[config.mk]
export PLATFORM = sky130hd
export DESIGN_NAME = bb_pin_mux
export DESIGN_NICKNAME = d
export VERILOG_FILES = /design/src/rtl/bb_pin_mux_pkg.sv /design/src/rtl/bb_pin_mux.sv
export VERILOG_INCLUDE_DIRS = /design/src /design/src/rtl
export SDC_FILE = /design/constraint.sdc
export NUM_CORES = 1
export LEC_CHECK = 0
export ABC_AREA = 1
export ABC_CLOCK_PERIOD_IN_PS = 2300
export BUFFER_PORTS_ARGS = -buffer_cell sky130_fd_sc_hd__buf_2
export CELL_PAD_IN_SITES_DETAIL_PLACEMENT = 1
export CELL_PAD_IN_SITES_GLOBAL_PLACEMENT = 1
export CORE_MARGIN = 3
export CORE_UTILIZATION = 38
export CTS_BUF_LIST = sky130_fd_sc_hd__clkbuf_8 sky130_fd_sc_hd__clkbuf_16
export DETAILED_ROUTE_END_ITERATION = 6
export GPL_ROUTABILITY_DRIVEN = 0
export HOLD_SLACK_MARGIN = 0.06
export PLACE_DENSITY_LB_ADDON = 0.1
export SYNTH_ARGS = -nofsm -noshare
export SYNTH_HDL_FRONTEND = slang
export SYNTH_SLANG_ARGS = --single-unit
export TNS_END_PERCENT = 10
[constraint.sdc]
create_clock -name aclk -period 2.3 [get_ports aclk]
set_input_delay 0.23 -clock aclk [delete_from_list [all_inputs] [get_ports aclk]]
set_output_delay 0.23 -clock aclk [all_outputs]
set_load 0.005 [all_outputs]
[src/rtl/bb_pin_mux_regs.svh]
// Register offsets, field positions and reset values of the baseband pin mux.
`ifndef BB_PIN_MUX_REGS_SVH
`define BB_PIN_MUX_REGS_SVH

`define BB_ADDR_W        8
`define BB_NPINS         8
`define BB_CTRL_W        12
`define BB_LVL_W         4
`define BB_FIFO_DEPTH    8
`define BB_FIFO_WIDTH    2

`define BB_OFF_CTRL      8'h00
`define BB_OFF_DIR       8'h04
`define BB_OFF_GOUT      8'h08
`define BB_OFF_GIN       8'h0c
`define BB_OFF_PULL      8'h10
`define BB_OFF_STATUS    8'h14

`define BB_CTRL_ROUTE    0
`define BB_CTRL_PINEN    1
`define BB_CTRL_SYNC     2
`define BB_CTRL_TX_EN    4
`define BB_CTRL_RX_EN    5
`define BB_CTRL_SCK_EN   6
`define BB_CTRL_C0_EN    7
`define BB_CTRL_C1_EN    8
`define BB_CTRL_C2_EN    9

`define BB_PIN_TX        0
`define BB_PIN_RX        1
`define BB_PIN_SCK       2
`define BB_PIN_C0        3
`define BB_PIN_C1        4
`define BB_PIN_C2        5
`define BB_PIN_RX_ALT    6
`define BB_PIN_SCK_ALT   7

`define BB_STAT_OVF      0
`define BB_STAT_LVL_LSB  4

`define BB_RST_CTRL      12'h000
`define BB_RST_DIR       8'h00
`define BB_RST_GOUT      8'h00
`define BB_RST_PULL      8'hff

`define BB_RESP_OKAY     2'b00
`define BB_RESP_SLVERR   2'b10

`endif

[src/rtl/bb_pin_mux_pkg.sv]
// Types shared by the baseband pin mux and its receive FIFO.
package bb_pin_mux_pkg;
  `include "bb_pin_mux_regs.svh"

  // Drive requests from the serial unit toward the pins.
  typedef struct packed {
    logic       tx_bit;
    logic       sck_out;
    logic       sck_oe;
    logic [2:0] ctrl_out;
    logic [2:0] ctrl_oe;
  } unit_drive_t;

  // Decoded pin roles handed to the serial unit.
  typedef struct packed {
    logic tx_clk;
    logic rx_clk;
    logic tx_fs;
    logic rx_fs;
    logic flag0;
    logic flag1;
  } unit_roles_t;

  // One received bit with the frame sync level seen at its sampling edge.
  typedef struct packed {
    logic fs;
    logic bit_val;
  } rx_word_t;

  typedef struct packed {
    logic [`BB_NPINS-1:0]  sync1;
    logic [`BB_NPINS-1:0]  sync2;
    logic                  rxclk_prev;
    logic [`BB_CTRL_W-1:0] ctrl;
    logic [`BB_NPINS-1:0]  dir;
    logic [`BB_NPINS-1:0]  gout;
    logic [`BB_NPINS-1:0]  pull;
    logic                  overflow;
    logic [`BB_NPINS-1:0]  pin_out;
    logic [`BB_NPINS-1:0]  pin_oe;
    unit_roles_t           roles;
    logic                  aw_got;
    logic                  w_got;
    logic [`BB_ADDR_W-1:0] awaddr;
    logic [31:0]           wdata;
    logic [3:0]            wstrb;
    logic                  bvalid;
    logic [1:0]            bresp;
    logic                  rvalid;
    logic [31:0]           rdata;
    logic [1:0]            rresp;
  } mux_state_t;
endpackage

[src/rtl/bb_pin_mux.sv]
// Baseband codec port pin mux with AXI4-Lite registers and receive bit FIFO.
//
// Register access over AXI4-Lite and the placing of the registers were left to the implementer.
`timescale 1ns/1ps

// Small synchronous FIFO; depth must be a power of two.
module bb_stream_fifo
  import bb_pin_mux_pkg::*;
#(
  parameter int WIDTH = `BB_FIFO_WIDTH,
  parameter int DEPTH = `BB_FIFO_DEPTH
) (
  // Clock and reset
  input  wire logic                     aclk,
  input  wire logic                     aresetn,
  // Filling side
  input  wire logic                     in_valid,
  output logic                          in_ready,
  input  wire logic [WIDTH-1:0]         in_data,
  // Draining side
  output logic                          out_valid,
  input  wire logic                     out_ready,
  output logic [WIDTH-1:0]              out_data,
  // Fill level
  output logic [$clog2(DEPTH):0]        level
);
  localparam int AW = $clog2(DEPTH);

  typedef struct packed {
    logic [DEPTH-1:0][WIDTH-1:0] mem;
    logic [AW:0]                 wptr;
    logic [AW:0]                 rptr;
  } fifo_state_t;

  fifo_state_t st;
  fifo_state_t next_st;
  logic        push;
  logic        pop;

  // Full and empty come from the extra wrap bit of each pointer.
  assign level     = st.wptr - st.rptr;
  assign in_ready  = (level != DEPTH[AW:0]);
  assign out_valid = (st.wptr != st.rptr);
  assign out_data  = st.mem[st.rptr[AW-1:0]];
  assign push      = in_valid && in_ready;
  assign pop       = out_valid && out_ready;

  // Pointer and storage update.
  always_comb begin
    next_st = st;
    if (push) begin
      next_st.mem[st.wptr[AW-1:0]] = in_data;
      next_st.wptr = st.wptr + 1'b1;
    end
    if (pop) begin
      next_st.rptr = st.rptr + 1'b1;
    end
  end

  // Register the state.
  always_ff @(posedge aclk) begin
    if (!aresetn) begin
      st <= '0;
    end else begin
      st <= next_st;
    end
  end
endmodule

// Summary of operation
// [RULE1] After reset every port pin is undriven until software gives it a function.
// [RULE2] A pin's pull resistor is disconnected whenever that pin is driven as an output.
// [RULE3] The transmit-data pin carries the unit's transmit bits, or is GPIO when unused.
// [RULE4] The receive-data pin is sampled into the receive path, or is GPIO when unused.
// [RULE5] The serial clock clocks transmit and receive in sync mode, only transmit in async.
// [RULE6] When the clock function is off the serial clock pin is GPIO.
// [RULE7] With route enable set the unit's clock terminal goes through the adapter logic.
// [RULE8] With route enable set a GPIO read of the clock pin returns the adapter output.
// [RULE9] The pin enable bit decides whether the clock pin is tied to the unit or left free.
// [RULE10] Control pin 0 is a serial flag in sync mode and the receive clock in async mode.
// [RULE11] Control pin 1 is a serial flag in sync mode and receive frame sync in async mode.
// [RULE12] Control pin 2 is the shared frame sync in sync mode, transmit frame sync in async.
// [RULE13] The alternate receive-data pin is an input feeding the receive path when in use.
// [RULE14] The pin enable bit decides whether the alternate receive pin is tied to the unit.
// [RULE15] The alternate receive pin resets to GPIO input and is GPIO whenever unused.
// [RULE16] The alternate clock pin mirrors the primary clock pin under the same two bits.
// [RULE17] Every pin has software direction, output value and readable input as GPIO.
module bb_pin_mux
  import bb_pin_mux_pkg::*;
(
  // Clock and reset
  input  wire logic                  aclk,
  input  wire logic                  aresetn,
  // AXI4-Lite write address
  input  wire logic                  s_axi_awvalid,
  output logic                       s_axi_awready,
  input  wire logic [`BB_ADDR_W-1:0] s_axi_awaddr,
  input  wire logic [2:0]            s_axi_awprot,
  // AXI4-Lite write data
  input  wire logic                  s_axi_wvalid,
  output logic                       s_axi_wready,
  input  wire logic [31:0]           s_axi_wdata,
  input  wire logic [3:0]            s_axi_wstrb,
  // AXI4-Lite write response
  output logic                       s_axi_bvalid,
  input  wire logic                  s_axi_bready,
  output logic [1:0]                 s_axi_bresp,
  // AXI4-Lite read address
  input  wire logic                  s_axi_arvalid,
  output logic                       s_axi_arready,
  input  wire logic [`BB_ADDR_W-1:0] s_axi_araddr,
  input  wire logic [2:0]            s_axi_arprot,
  // AXI4-Lite read data
  output logic                       s_axi_rvalid,
  input  wire logic                  s_axi_rready,
  output logic [31:0]                s_axi_rdata,
  output logic [1:0]                 s_axi_rresp,
  // Port pins, index order tx, rx, sck, ctrl0, ctrl1, ctrl2, rx alt, sck alt
  input  wire logic [`BB_NPINS-1:0]  pin_in,
  output logic [`BB_NPINS-1:0]       pin_out,
  output logic [`BB_NPINS-1:0]       pin_oe,
  output logic [`BB_NPINS-1:0]       pull_connect,
  // Serial unit side
  input  wire unit_drive_t           unit_drive,
  output unit_roles_t                unit_roles,
  output logic                       rx_valid,
  input  wire logic                  rx_ready,
  output rx_word_t                   rx_word,
  // Codec adapter logic
  input  wire logic                  adapter_clk,
  output logic                       adapter_pin_level
);

  mux_state_t              st;
  mux_state_t              next_st;
  logic                    route;
  logic                    pin_en;
  logic                    sync_mode;
  logic [`BB_NPINS-1:0]    own;
  logic [`BB_NPINS-1:0]    fun_out;
  logic [`BB_NPINS-1:0]    fun_oe;
  logic [`BB_NPINS-1:0]    gpio_in;
  logic                    sck_pin_level;
  logic                    sck_level;
  logic                    rx_bit_level;
  logic                    rxclk_level;
  logic                    rx_edge;
  logic                    push_ready;
  logic [`BB_LVL_W-1:0]    fifo_level;
  logic                    wr_fire;
  logic                    rd_fire;
  logic [31:0]             wmask;
  logic [31:0]             wmerge_ctrl;
  logic [31:0]             wmerge_dir;
  logic [31:0]             wmerge_gout;
  logic [31:0]             wmerge_pull;
  rx_word_t                push_word;

  // Control bits in short form.
  assign route     = st.ctrl[`BB_CTRL_ROUTE];
  assign pin_en    = st.ctrl[`BB_CTRL_PINEN];
  assign sync_mode = st.ctrl[`BB_CTRL_SYNC];

  // Pin ownership; the pin enable bit picks primary or alternate clock and receive pins.
  always_comb begin
    own = '0;
    own[`BB_PIN_TX]      = st.ctrl[`BB_CTRL_TX_EN]; // [RULE3]
    own[`BB_PIN_RX]      = st.ctrl[`BB_CTRL_RX_EN] && !pin_en; // [RULE4]
    own[`BB_PIN_SCK]     = st.ctrl[`BB_CTRL_SCK_EN] && !pin_en; // [RULE6] [RULE9]
    own[`BB_PIN_C0]      = st.ctrl[`BB_CTRL_C0_EN];
    own[`BB_PIN_C1]      = st.ctrl[`BB_CTRL_C1_EN]; // [RULE11]
    own[`BB_PIN_C2]      = st.ctrl[`BB_CTRL_C2_EN];
    own[`BB_PIN_RX_ALT]  = st.ctrl[`BB_CTRL_RX_EN] && pin_en; // [RULE14]
    own[`BB_PIN_SCK_ALT] = st.ctrl[`BB_CTRL_SCK_EN] && pin_en; // [RULE16]
  end

  // Function drive per pin; receive pins never drive while they serve the unit.
  always_comb begin
    fun_out = '0;
    fun_oe  = '0;
    fun_out[`BB_PIN_TX]      = unit_drive.tx_bit; // [RULE3]
    fun_oe[`BB_PIN_TX]       = 1'b1;
    fun_out[`BB_PIN_SCK]     = route ? adapter_clk : unit_drive.sck_out; // [RULE7]
    fun_oe[`BB_PIN_SCK]      = unit_drive.sck_oe; // [RULE5]
    fun_out[`BB_PIN_SCK_ALT] = route ? adapter_clk : unit_drive.sck_out; // [RULE16]
    fun_oe[`BB_PIN_SCK_ALT]  = unit_drive.sck_oe;
    fun_out[`BB_PIN_C0]      = unit_drive.ctrl_out[0]; // [RULE10]
    fun_oe[`BB_PIN_C0]       = unit_drive.ctrl_oe[0];
    fun_out[`BB_PIN_C1]      = unit_drive.ctrl_out[1]; // [RULE11]
    fun_oe[`BB_PIN_C1]       = unit_drive.ctrl_oe[1];
    fun_out[`BB_PIN_C2]      = unit_drive.ctrl_out[2]; // [RULE12]
    fun_oe[`BB_PIN_C2]       = unit_drive.ctrl_oe[2];
    fun_oe[`BB_PIN_RX]       = 1'b0; // [RULE13]
    fun_oe[`BB_PIN_RX_ALT]   = 1'b0;
  end

  // Clock and receive levels seen by the unit, taken from the synchronised pins except the clock, which is adapter_clk while routing is on.
  assign sck_pin_level = pin_en ? st.sync2[`BB_PIN_SCK_ALT] : st.sync2[`BB_PIN_SCK];
  assign sck_level     = route ? adapter_clk : sck_pin_level; // [RULE7]
  assign rx_bit_level  = pin_en ? st.sync2[`BB_PIN_RX_ALT] : st.sync2[`BB_PIN_RX]; // [RULE14]
  assign rxclk_level   = sync_mode ? sck_level : st.sync2[`BB_PIN_C0]; // [RULE5]
  assign rx_edge       = st.ctrl[`BB_CTRL_RX_EN] && rxclk_level && !st.rxclk_prev; // [RULE4]

  // GPIO read value; with routing on, the clock bits show the adapter output instead.
  always_comb begin
    gpio_in = st.sync2;
    if (route) begin
      gpio_in[`BB_PIN_SCK]     = adapter_clk; // [RULE8]
      gpio_in[`BB_PIN_SCK_ALT] = adapter_clk; // [RULE16]
    end
  end

  // Byte-lane mask and merged write values for the writable registers.
  assign wmask       = {{8{st.wstrb[3]}}, {8{st.wstrb[2]}}, {8{st.wstrb[1]}}, {8{st.wstrb[0]}}};
  assign wmerge_ctrl = ({20'h00000, st.ctrl} & ~wmask) | (st.wdata & wmask);
  assign wmerge_dir  = ({24'h000000, st.dir} & ~wmask) | (st.wdata & wmask);
  assign wmerge_gout = ({24'h000000, st.gout} & ~wmask) | (st.wdata & wmask);
  assign wmerge_pull = ({24'h000000, st.pull} & ~wmask) | (st.wdata & wmask);
  assign wr_fire     = st.aw_got && st.w_got && !st.bvalid;
  assign rd_fire     = s_axi_arvalid && !st.rvalid;

  // Received bits carry the frame sync level of their own direction.
  assign push_word.bit_val = rx_bit_level;
  assign push_word.fs      = sync_mode ? st.sync2[`BB_PIN_C2] : st.sync2[`BB_PIN_C1]; // [RULE12]

  // Next-state logic: synchronisers, pin drivers, roles and the register slave.
  always_comb begin
    next_st            = st;
    next_st.sync1      = pin_in;
    next_st.sync2      = st.sync1;
    next_st.rxclk_prev = rxclk_level;

    // GPIO owns a pin whenever the function does not; reset values leave all undriven.
    for (int i = 0; i < `BB_NPINS; i++) begin
      next_st.pin_out[i] = own[i] ? fun_out[i] : st.gout[i]; // [RULE17]
      next_st.pin_oe[i]  = own[i] ? fun_oe[i] : st.dir[i]; // [RULE1]
    end

    // Role decode follows the clock mode.
    next_st.roles.tx_clk = sck_level; // [RULE5]
    if (sync_mode) begin
      next_st.roles.rx_clk = sck_level; // [RULE5]
      next_st.roles.tx_fs  = st.sync2[`BB_PIN_C2]; // [RULE12]
      next_st.roles.rx_fs  = st.sync2[`BB_PIN_C2];
      next_st.roles.flag0  = st.sync2[`BB_PIN_C0]; // [RULE10]
      next_st.roles.flag1  = st.sync2[`BB_PIN_C1]; // [RULE11]
    end else begin
      next_st.roles.rx_clk = st.sync2[`BB_PIN_C0]; // [RULE10]
      next_st.roles.tx_fs  = st.sync2[`BB_PIN_C2]; // [RULE12]
      next_st.roles.rx_fs  = st.sync2[`BB_PIN_C1]; // [RULE11]
      next_st.roles.flag0  = 1'b0;
      next_st.roles.flag1  = 1'b0;
    end

    // Address and data are caught independently, in either order.
    if (s_axi_awvalid && s_axi_awready) begin
      next_st.aw_got = 1'b1;
      next_st.awaddr = s_axi_awaddr;
    end
    if (s_axi_wvalid && s_axi_wready) begin
      next_st.w_got = 1'b1;
      next_st.wdata = s_axi_wdata;
      next_st.wstrb = s_axi_wstrb;
    end
    if (st.bvalid && s_axi_bready) begin
      next_st.bvalid = 1'b0;
    end

    // Overflow is sticky; an edge lost to a full FIFO wins over a clear in the same cycle.
    if (wr_fire) begin
      next_st.aw_got = 1'b0;
      next_st.w_got  = 1'b0;
      next_st.bvalid = 1'b1;
      next_st.bresp  = `BB_RESP_OKAY;
      if (st.awaddr == `BB_OFF_CTRL) begin
        next_st.ctrl = wmerge_ctrl[`BB_CTRL_W-1:0];
      end else if (st.awaddr == `BB_OFF_DIR) begin
        next_st.dir = wmerge_dir[`BB_NPINS-1:0]; // [RULE17]
      end else if (st.awaddr == `BB_OFF_GOUT) begin
        next_st.gout = wmerge_gout[`BB_NPINS-1:0];
      end else if (st.awaddr == `BB_OFF_PULL) begin
        next_st.pull = wmerge_pull[`BB_NPINS-1:0];
      end else if (st.awaddr == `BB_OFF_STATUS) begin
        if (st.wstrb[0] && st.wdata[`BB_STAT_OVF]) begin
          next_st.overflow = 1'b0;
        end
      end else if (st.awaddr != `BB_OFF_GIN) begin
        next_st.bresp = `BB_RESP_SLVERR;
      end
    end
    if (rx_edge && !push_ready) begin
      next_st.overflow = 1'b1;
    end

    // Reads answer one cycle after the address is taken; unmapped reads give zero.
    if (st.rvalid && s_axi_rready) begin
      next_st.rvalid = 1'b0;
    end
    if (rd_fire) begin
      next_st.rvalid = 1'b1;
      next_st.rresp  = `BB_RESP_OKAY;
      next_st.rdata  = 32'h00000000;
      if (s_axi_araddr == `BB_OFF_CTRL) begin
        next_st.rdata[`BB_CTRL_W-1:0] = st.ctrl;
      end else if (s_axi_araddr == `BB_OFF_DIR) begin
        next_st.rdata[`BB_NPINS-1:0] = st.dir;
      end else if (s_axi_araddr == `BB_OFF_GOUT) begin
        next_st.rdata[`BB_NPINS-1:0] = st.gout;
      end else if (s_axi_araddr == `BB_OFF_GIN) begin
        next_st.rdata[`BB_NPINS-1:0] = gpio_in; // [RULE17]
      end else if (s_axi_araddr == `BB_OFF_PULL) begin
        next_st.rdata[`BB_NPINS-1:0] = st.pull;
      end else if (s_axi_araddr == `BB_OFF_STATUS) begin
        next_st.rdata[`BB_STAT_OVF] = st.overflow;
        next_st.rdata[`BB_STAT_LVL_LSB +: `BB_LVL_W] = fifo_level;
      end else begin
        next_st.rresp = `BB_RESP_SLVERR;
      end
    end
  end

  // Register the whole state; reset puts every pin in input, alternate rx as GPI.
  always_ff @(posedge aclk) begin
    if (!aresetn) begin
      st      <= '0;
      st.ctrl <= `BB_RST_CTRL;
      st.dir  <= `BB_RST_DIR; // [RULE15]
      st.gout <= `BB_RST_GOUT;
      st.pull <= `BB_RST_PULL;
    end else begin
      st <= next_st;
    end
  end

  // The FIFO absorbs bursts of receive edges while the unit stalls.
  bb_stream_fifo #(
    .WIDTH (`BB_FIFO_WIDTH),
    .DEPTH (`BB_FIFO_DEPTH)
  ) u_rx_fifo (
    .aclk      (aclk),
    .aresetn   (aresetn),
    .in_valid  (rx_edge),
    .in_ready  (push_ready),
    .in_data   (push_word),
    .out_valid (rx_valid),
    .out_ready (rx_ready),
    .out_data  (rx_word),
    .level     (fifo_level)
  );

  // Outputs; pulls stay connected only while a pin is not driven.
  assign pin_out           = st.pin_out;
  assign pin_oe            = st.pin_oe;
  assign pull_connect      = st.pull & ~st.pin_oe; // [RULE2]
  assign unit_roles        = st.roles;
  assign adapter_pin_level = sck_pin_level;
  assign s_axi_awready     = !st.aw_got && !st.bvalid;
  assign s_axi_wready      = !st.w_got && !st.bvalid;
  assign s_axi_bvalid      = st.bvalid;
  assign s_axi_bresp       = st.bresp;
  assign s_axi_arready     = !st.rvalid;
  assign s_axi_rvalid      = st.rvalid;
  assign s_axi_rdata       = st.rdata;
  assign s_axi_rresp       = st.rresp;

endmodule

# Word level (Yosys, flattened, before mapping)
# Cells that the tools add are included.
[word_totals] reg_bits=142 inputBits=84 out_inout_bits=75
[classes] addsub=3 magnitude_cmp=3 n_eq_ne=16 muxes=60 bitwise=16 n_reduce_logical=43
[op_table] op="$mux W35" n=1
[op_table] op="$and A8 B8 Y8" n=4
[op_table] op="$eq A8 B5 Y1 const B" n=4
[op_table] op="$mux W1" n=32
[op_table] op="$mux W8" n=4
[op_table] op="$mux W2" n=14
[op_table] op="$and A12 B12 Y12" n=2
[op_table] op="$eq A8 B4 Y1 const B" n=3
[op_table] op="$or A8 B8 Y8" n=3
[op_table] op="$logic_and A1 B1 Y1" n=20
[op_table] op="$bwmux W16" n=1
[op_table] op="$eq A8 B3 Y1 const B" n=2
[op_table] op="$logic_not A8 Y1" n=2
[op_table] op="$mux W4" n=3
[op_table] op="$not A12 Y12" n=1
[op_table] op="$or A12 B12 Y12" n=1
[op_table] op="$reduce_bool A2 Y1" n=5
[op_table] op="$add A4 B1 Y4 const B" n=2
[op_table] op="$lt A3 B4 Y1 const B" n=2
[op_table] op="$ne A2 B1 Y1 const B" n=4
[op_table] op="$ne A8 B4 Y1 const B" n=1
[op_table] op="$not A8 Y8" n=1
[op_table] op="$logic_not A1 Y1" n=7
[op_table] op="$reduce_and A7 Y1" n=1
[op_table] op="14 further kinds" n=21

# Longest topological paths before layout
# Gate-level depths: netlist of the first run.
[depth] depth_word=9 ltp_mapped=12 depth_no_buf=12

# Modules after synthesis
# Synthesis of the first run repeated with hierarchy kept, for this count alone.
[hier_totals] hier_cells=928 hier_area_um2=6632.6
[modules_own_cells] module="bb_pin_mux" n_inst=1 cells_each=692 area_each_um2=5104.9 seq_area_each_um2=2302.2
[modules_own_cells] module="bb_stream_fifo" n_inst=1 cells_each=236 area_each_um2=1527.7 seq_area_each_um2=480.5

# Worst setup path after synthesis of the first run
# No wires, ideal clock.
[synth_path] kind="reg-to-reg" start="register u_rx_fifo.st[4] (netlist bit)" end="register u_rx_fifo.st[21] (netlist bit)" setup_time_ps=110 arrival_ps=1997 required_time_ps=2190 path_slack_ps=193 stages_incl_launch_ff=13 n_path_buf=1 period_less_slack_ps=2107 path_cell_list="dfxtp_1 > inv_1 > ha_1 > inv_1 > fa_1 > xor2_1 > nor3_2 > nand3_2 > buf_4 > nand3_1 > nand2_1 > inv_1 > nor2_1"
[synth_via] elab_chain_cells=5 elab_cells_between_ends=9 cone_classes="add/sub (1); order compare (2); eq/ne (1); mux (3); reduce/logical (2)"
[synth_rtl] element="from (decl)" line_no="bb_pin_mux.sv:35" text="fifo_state_t st;"
[synth_rtl] element="from (signal assigned)" line_no="bb_pin_mux.sv:65" text="st <= next_st;"
[synth_rtl] element="$lt A3 B4 Y1 (not written as such) / $ge A3 B1 Y1 (equally long branches)" line_no="bb_pin_mux.sv:52" text="next_st.mem[st.wptr[AW-1:0]] = in_data;"
[synth_rtl] element="$logic_and A1 B1 Y1 (not written as such)" line_no="bb_pin_mux.sv:52"
[synth_rtl] element="$mux W2 (not written as such)" line_no="bb_pin_mux.sv:52"
[synth_rtl] element="$demux W2 S3"
[synth_rtl] element="$bwmux W16" line_no="bb_pin_mux.sv:52"
# Parallel ways exist; a longest one is shown, timed or not.
# A chain may end at the register's enable or synchronous reset.

# Worst setup path in the final report of the first run
[layout_path] start="register u_rx_fifo.st[4] (netlist bit)" end="register u_rx_fifo.st[11] (netlist bit)"
# Same word-level chain as after synthesis.

==> impl_metrics.tcl, run 1 <==
set metrics [dict create \
    m1WireLength_um 9330 \
    timing.final.hold_violations 0 \
    synth-seq-cells 139 \
    die_x_um 136 \
    syn_inst 897 \
    vias 5816 \
    drive_gt1_share_pct 18.3 \
    syn-cell-area_um2 6460 \
    worst_slew_pin_slew_ns 0.711 \
    ant_nets 0 \
    post_cts_buffers 0 \
    slew_headroom_pct 52.3 \
    timing.hold.worst_path_depth 3 \
    met2_length_um 8290 \
    fin_setup_tns_ns 0 \
    yosysTopAreaCellShare_pct 43.1 \
    ys_seq_area_share_pct 43.1 \
    highest_layer "met4" \
    drc 0 \
    area_delta_synth_final_pct 20.6 \
    multi_input_comb_area_um2 2730 \
    fill_cells 2153 \
    ys_async_sr_fraction_pct 0 \
    cp-end-kind "flop" \
    grt_max_degree 65 \
    holdWs_ns 0.0705 \
    die_area_um2 18600 \
    met3_length_um 932 \
    reg2reg_depth 12 \
    holdPathEnd "st[46]$_SDFFE_PN0P_" \
    fin_cells 1228 \
    yosysWarnings 0 \
    fin_util_pct 47.0 \
    worstPathMaxFanout 7 \
    portBuffers 108 \
    clock.fmax_mhz 462 \
    first_iter_violations 302 \
    clkTransAtPathRegs_ns 0.06 \
    core_um2 16600 \
    cts_sinks 139 \
    antenna_found_initial 0 \
    grt_pass1_wl_um 29400 \
    status "complete, no violations" \
    cts-root-buf "clkbuf_16" \
    routed_via_density 4.74 \
    drt-wirelength-per-cell_um 15.3 \
    critical_path_class "flop to flop" \
    synth_edf_count 0 \
    seqCellArea_um2 2790 \
    setup_viol 0 \
    grt_pass1_vias 5621 \
    htree_levels 4 \
    arrival_ns 2.48 \
    cap_violations 0 \
    placed_cell_area_um2 6910 \
    fin_worst_skew_ns 0.00782 \
    drt_wl_total_um 18800 \
    rows 47 \
    synth.avg_cell_area_um2 7.20 \
    power_density_nw_per_um2 771 \
    period_share_pct 94.2 \
    ys_types 43 \
    synth_top_cells_by_area "dfxtp_1, nor2_1, nand2_1, inv_1, buf_4" \
    drtPass1Iterations 4 \
    synthFlopType "dfxtp_1" \
    n_antenna_cell 0 \
    clk_latency_ns 0.42 \
    dp_hpwl_um 13400 \
    cts.path.max_buffers 2 \
    ir_drop_uv 529 \
    die_h_um 136 \
    placed_cells 1175 \
    gr-total-overflow 0 \
    fin_crit_ns 2.17 \
    hold_path.class "input pin to flop" \
    r2r_slack_ns 0.13 \
    startpoint_type "flop" \
    design_area_um2 7790 \
    required_ns 2.61 \
    numCtsBuffers 17 \
    p_leak_nw 3.66 \
    start_util_pct 39.0 \
    track_usage_pct 20.5 \
    r2r-start "u_rx_fifo.st[4]$_SDFFE_PN0P_" \
    synth.largest_area_cell "dfxtp_1" \
    reg2reg_to "u_rx_fifo.st[11]$_SDFFE_PN0P_" \
    finalMaxSlewViolations 0 \
    min_from "s_axi_wdata[4]" \
    tritoncts "built" \
    io_pins 159 \
    nNetsFinal 1085 \
]
## what timing repair did
action	CTS	global route
gates resized for setup	0	6
hold buffers	19	0
endpoints found under the setup margin	0	18
hold endpoints to repair	19	0
## power breakdown
group / switching (mW) / internal (mW) / total [mW]
logic: 0.358 / 0.236 / 0.594
clock network: 1.06 / 1.83 / 2.88
registers: 0.0528 / 2.48 / 2.53
## how the worst max path moves through the flow
stage	to	start	slack, ns
floorplan	u_rx_fifo.st[21]$_SDFFE_PN0P_	u_rx_fifo.st[4]$_SDFFE_PN0P_	0.19
global placement	u_rx_fifo.st[8]$_SDFFE_PN0P_	u_rx_fifo.st[4]$_SDFFE_PN0P_	0.16
detailed placement	u_rx_fifo.st[9]$_SDFFE_PN0P_	u_rx_fifo.st[4]$_SDFFE_PN0P_	0.1
CTS	u_rx_fifo.st[11]$_SDFFE_PN0P_	u_rx_fifo.st[4]$_SDFFE_PN0P_	0.07
global route	u_rx_fifo.st[11]$_SDFFE_PN0P_	u_rx_fifo.st[4]$_SDFFE_PN0P_	-0.005
finish	u_rx_fifo.st[11]$_SDFFE_PN0P_	u_rx_fifo.st[4]$_SDFFE_PN0P_	0.13
## synthesized netlist by cell type, types with 3 or more instances
library cell  number
inv_2              4
a21oi_1           61
clkbuf_1          17
xor2_1             3
nand4_1           25
nand3_2            3
o21ai_0           82
nor2_1           144
buf_2              5
nor2_4             5
nor2_2             3
ha_1               5
nor3_1             9
nand2_2            3
nand3_1           36
a211oi_1           6
dfxtp_1          139
nand2_1          139
buf_4             59
inv_1            121
## metrics by stage
stage               power [mW]  setup slack (ns)
floorplan                 2.93             0.193
global placement          3.09             0.160
detailed placement        3.10            0.0991
CTS                       6.01            0.0719
global route              6.28          -0.00451
finish                    6.01             0.134
## cells in the final DEF (no fill, tap or decap), drive strengths merged, types with 10 or more instances in the layout
cell,netlist,routed
nor3,10,10
dfxtp,139,139
nand2,143,143
nor2,153,153
o21ai,84,84
conb,1,22
buf,68,122
nand4,25,25
dlygate4sd3,0,19
a21oi,62,62
clkbuf,17,20
inv,125,127
nand3,39,39
## worst max-delay path, stage by stage (launching register included)
cell and delay, ns:
dfxtp_4 0.37, inv_2 0.06, ha_1 0.13, inv_1 0.06, fa_2 0.37, xor2_2 0.19
nor3_2 0.26, nand3_4 0.17, buf_12 0.18, nand3_1 0.09, nand2_1 0.07, inv_1 0.06
nor2_1 0.04
## cell families after synthesis
group                      count (synthesis)  share of synthesized area [%]
adders and majority gates                  6                           1.28
muxes                                      1                          0.155
and+or+nand+nor                          376                           25.7
xor gates and xnor gates                   3                          0.407
AOI/OAI and AO/OA                        160                           13.1
buffers and inverters                    211                           16.2
other                                      1                         0.0580
DFF                                      139                           43.1
## area by class of cell
class,count,area share [%]
multi-input cells,568,35.0
inverters,126,6.07
well taps,220,3.53
repair buffers,143,11.7
flip-flops and latches,139,35.8
clock buffers,18,5.64
clock inverters,14,2.30
## metal layers
metal / global-route usage (%) / vias to the layer above
met5: 0 / -
met4: 6.44 / 0
met3: 4.37 / 17
met2: 31.8 / 130
met1: 28.4 / 2694
li1: - / 2975
Note: power is estimated with default switching activity, not from simulation.
==> run 2, diff against run 1 <==
--- a/config.mk
+++ b/config.mk
@@ -8,7 +8,7 @@
 export LEC_CHECK = 0
 export ABC_AREA = 1
 export ABC_CLOCK_PERIOD_IN_PS = 2300
-export BUFFER_PORTS_ARGS = -buffer_cell sky130_fd_sc_hd__buf_2
+export BUFFER_PORTS_ARGS = -buffer_cell sky130_fd_sc_hd__buf_4
 export CELL_PAD_IN_SITES_DETAIL_PLACEMENT = 1
 export CELL_PAD_IN_SITES_GLOBAL_PLACEMENT = 1
 export CORE_MARGIN = 3
@@ -16,6 +16,7 @@
 export CTS_BUF_LIST = sky130_fd_sc_hd__clkbuf_8 sky130_fd_sc_hd__clkbuf_16
 export DETAILED_ROUTE_END_ITERATION = 6
 export GPL_ROUTABILITY_DRIVEN = 0
+export GPL_TIMING_DRIVEN = 0
 export HOLD_SLACK_MARGIN = 0.06
 export PLACE_DENSITY_LB_ADDON = 0.1
 export SYNTH_ARGS = -nofsm -noshare
==> impl_metrics.tcl, run 2 (synthesized netlist as in run 1, its figures left out) <==
set metrics [dict create \
    final_common_cell "buf_4" \
    first_iter_violations 404 \
    fin_setup_tns_ns 0 \
    seqCellArea_um2 2790 \
    htree_levels 4 \
    multi_input_comb_area_um2 2730 \
    cp-end-kind "flop" \
    antenna_found_initial 0 \
    power_density_nw_per_um2 718 \
    grt_max_degree 17 \
    n_antenna_cell 0 \
    vias 6280 \
    clkTransAtPathRegs_ns 0.06 \
    track_usage_pct 22.9 \
    grt_pass1_vias 6353 \
    finalMaxSlewViolations 0 \
    clk_latency_ns 0.43 \
    tritoncts "built" \
    portBuffers 107 \
    drt_wl_total_um 20700 \
    path_cells "inv_6, ha_1, inv_1, fa_2, xor2_1, nor3_4, nand3_4, nand2_1, inv_1, nor2_1, nor2_1" \
    core_um2 16600 \
    ant_nets 0 \
    fin_ws_ns 0.155 \
    drtPass1Iterations 5 \
    cap_violations 0 \
    mostFrequentLayoutCells "buf_4, nor2_1, nand2_1" \
    worst_path_largest_cell_delay_ns 0.38 \
    cp_top_family "simple AND/OR/NAND/NOR gates" \
    ir_drop_uv 569 \
    die_area_um2 18600 \
    routed_via_density 4.81 \
    drive_gt1_share_pct 22.6 \
    p_leak_nw 4.08 \
    place_ws_ns -0.292 \
    hold_path.class "input pin to flop" \
    required_ns 2.62 \
    cts_sinks 139 \
    cts-root-buf "clkbuf_16" \
    fin_util_pct 51.9 \
    startpoint_type "flop" \
    gr-total-overflow 0 \
    drt-wirelength-per-cell_um 15.9 \
    io_pins 159 \
    cpMaxStageDelayCell "fa_2" \
    rsz0062_at_grt "false" \
    numCtsBuffers 17 \
    fin_worst_skew_ns 0.00839 \
    drc 0 \
    period_share_pct 93.3 \
    start_util_pct 39.0 \
    dp_hpwl_um 15200 \
    worst_slew_pin_slew_ns 0.803 \
    nNetsFinal 1164 \
    area_delta_synth_final_pct 33.3 \
    grt_pass1_wl_um 32900 \
    timing.final.hold_violations 0 \
    fill_cells 2142 \
    critical_path_class "flop to flop" \
    setup_viol 0 \
    worstPathMaxFanout 7 \
    slew_headroom_pct 44.9 \
    die_h_um 136 \
    fin_crit_ns 2.14 \
    status "complete, no violations" \
    arrival_ns 2.46 \
    die_x_um 136 \
    rows 47 \
    cts.path.max_buffers 2 \
    clock.fmax_mhz 466 \
    crit_buf_inv 3 \
]
==> run 2: cell count changes in the layout (fill, tap and decap cells not counted), moves of 5 or more <==
cell,change
buf_2,-104
clkbuf_1,+16
buf_4,+156
buf_6,+5
dlygate4sd3_1,+5
==> run 2: cell type report <==
type | count | share of cell area [%]
clock inverter | 11 | 1.95
buffer | 85 | 6.83
timing repair buffer | 137 | 12.9
sequential | 139 | 32.4
inverter | 126 | 5.61
tap | 220 | 3.20
multi-input combinational | 568 | 31.7
clock buffer | 20 | 5.42
==> run 2: worst reg2reg max path: cells and delay by family (launching register included) <==
| kind | cells | cell delay, ns |
|---|---|---|
| xor gates and xnor gates | 1 | 0.20 |
| buffers and inverters | 3 | 0.23 |
| adders and majority gates | 2 | 0.52 |
| DFF | 1 | 0.36 |
| and+or+nand+nor | 5 | 0.72 |
==> run 2: final timing paths <==
check / from / to / slack, ns / cells past startpoint
worst min-delay path: s_axi_wdata[6] / st[48]$_SDFFE_PN0P_ / 0.08 / 3
worst max register to register: u_rx_fifo.st[4]$_SDFFE_PN0P_ / u_rx_fifo.st[4]$_SDFFE_PN0P_ / 0.16 / 11
worst min register to register: next_st[150]$_SDFF_PN0_ / gpio_in[6]$_SDFF_PN0_ / 0.42 / 2
worst max-delay path: u_rx_fifo.st[4]$_SDFFE_PN0P_ / u_rx_fifo.st[4]$_SDFFE_PN0P_ / 0.16 / 11
==> run 2: report_power, final <==
part	switching, mW	total (mW)	internal (mW)
Clock	1.05	2.94	1.89
Sequential	0.0621	2.54	2.48
Combinational	0.380	0.699	0.319
==> run 2: through the flow <==
stage / power [mW] / instances / hold WS [ns] / instance area, um2
final: 6.19 / 1306 / 0.0781 / 8610
after floorplan: 2.93 / 918 / 0.328 / 6540
after global routing: 6.43 / 1306 / 0.0801 / 8610
after CTS: 6.19 / 1303 / 0.0627 / 8540
after detailed placement: 3.19 / 1245 / 0.408 / 7620
after global placement: 3.18 / 1245 / 0.399 / 7620
==> run 2: metal layers <==
metal  share of wire (%)  wire (um)  up-vias  track usage, %
li1                    -          -     3137               -
met1                  47       9700     2957            30.4
met2                  46       9470      160            37.1
met3                 5.3       1090       26            4.77
met4                 2.2        446        0            8.01
met5                   0          0        -               0
==> run 2: timing repair <==
action / in CTS / in global routing
gates cloned: 0 / 1
hold buffers: 24 / 0
setup buffers: 3 / 2
pin swaps: 3 / 4
endpoints found under the hold margin: 24 / 0
resized for setup: 10 / 10
endpoints found under the setup margin: 23 / 20
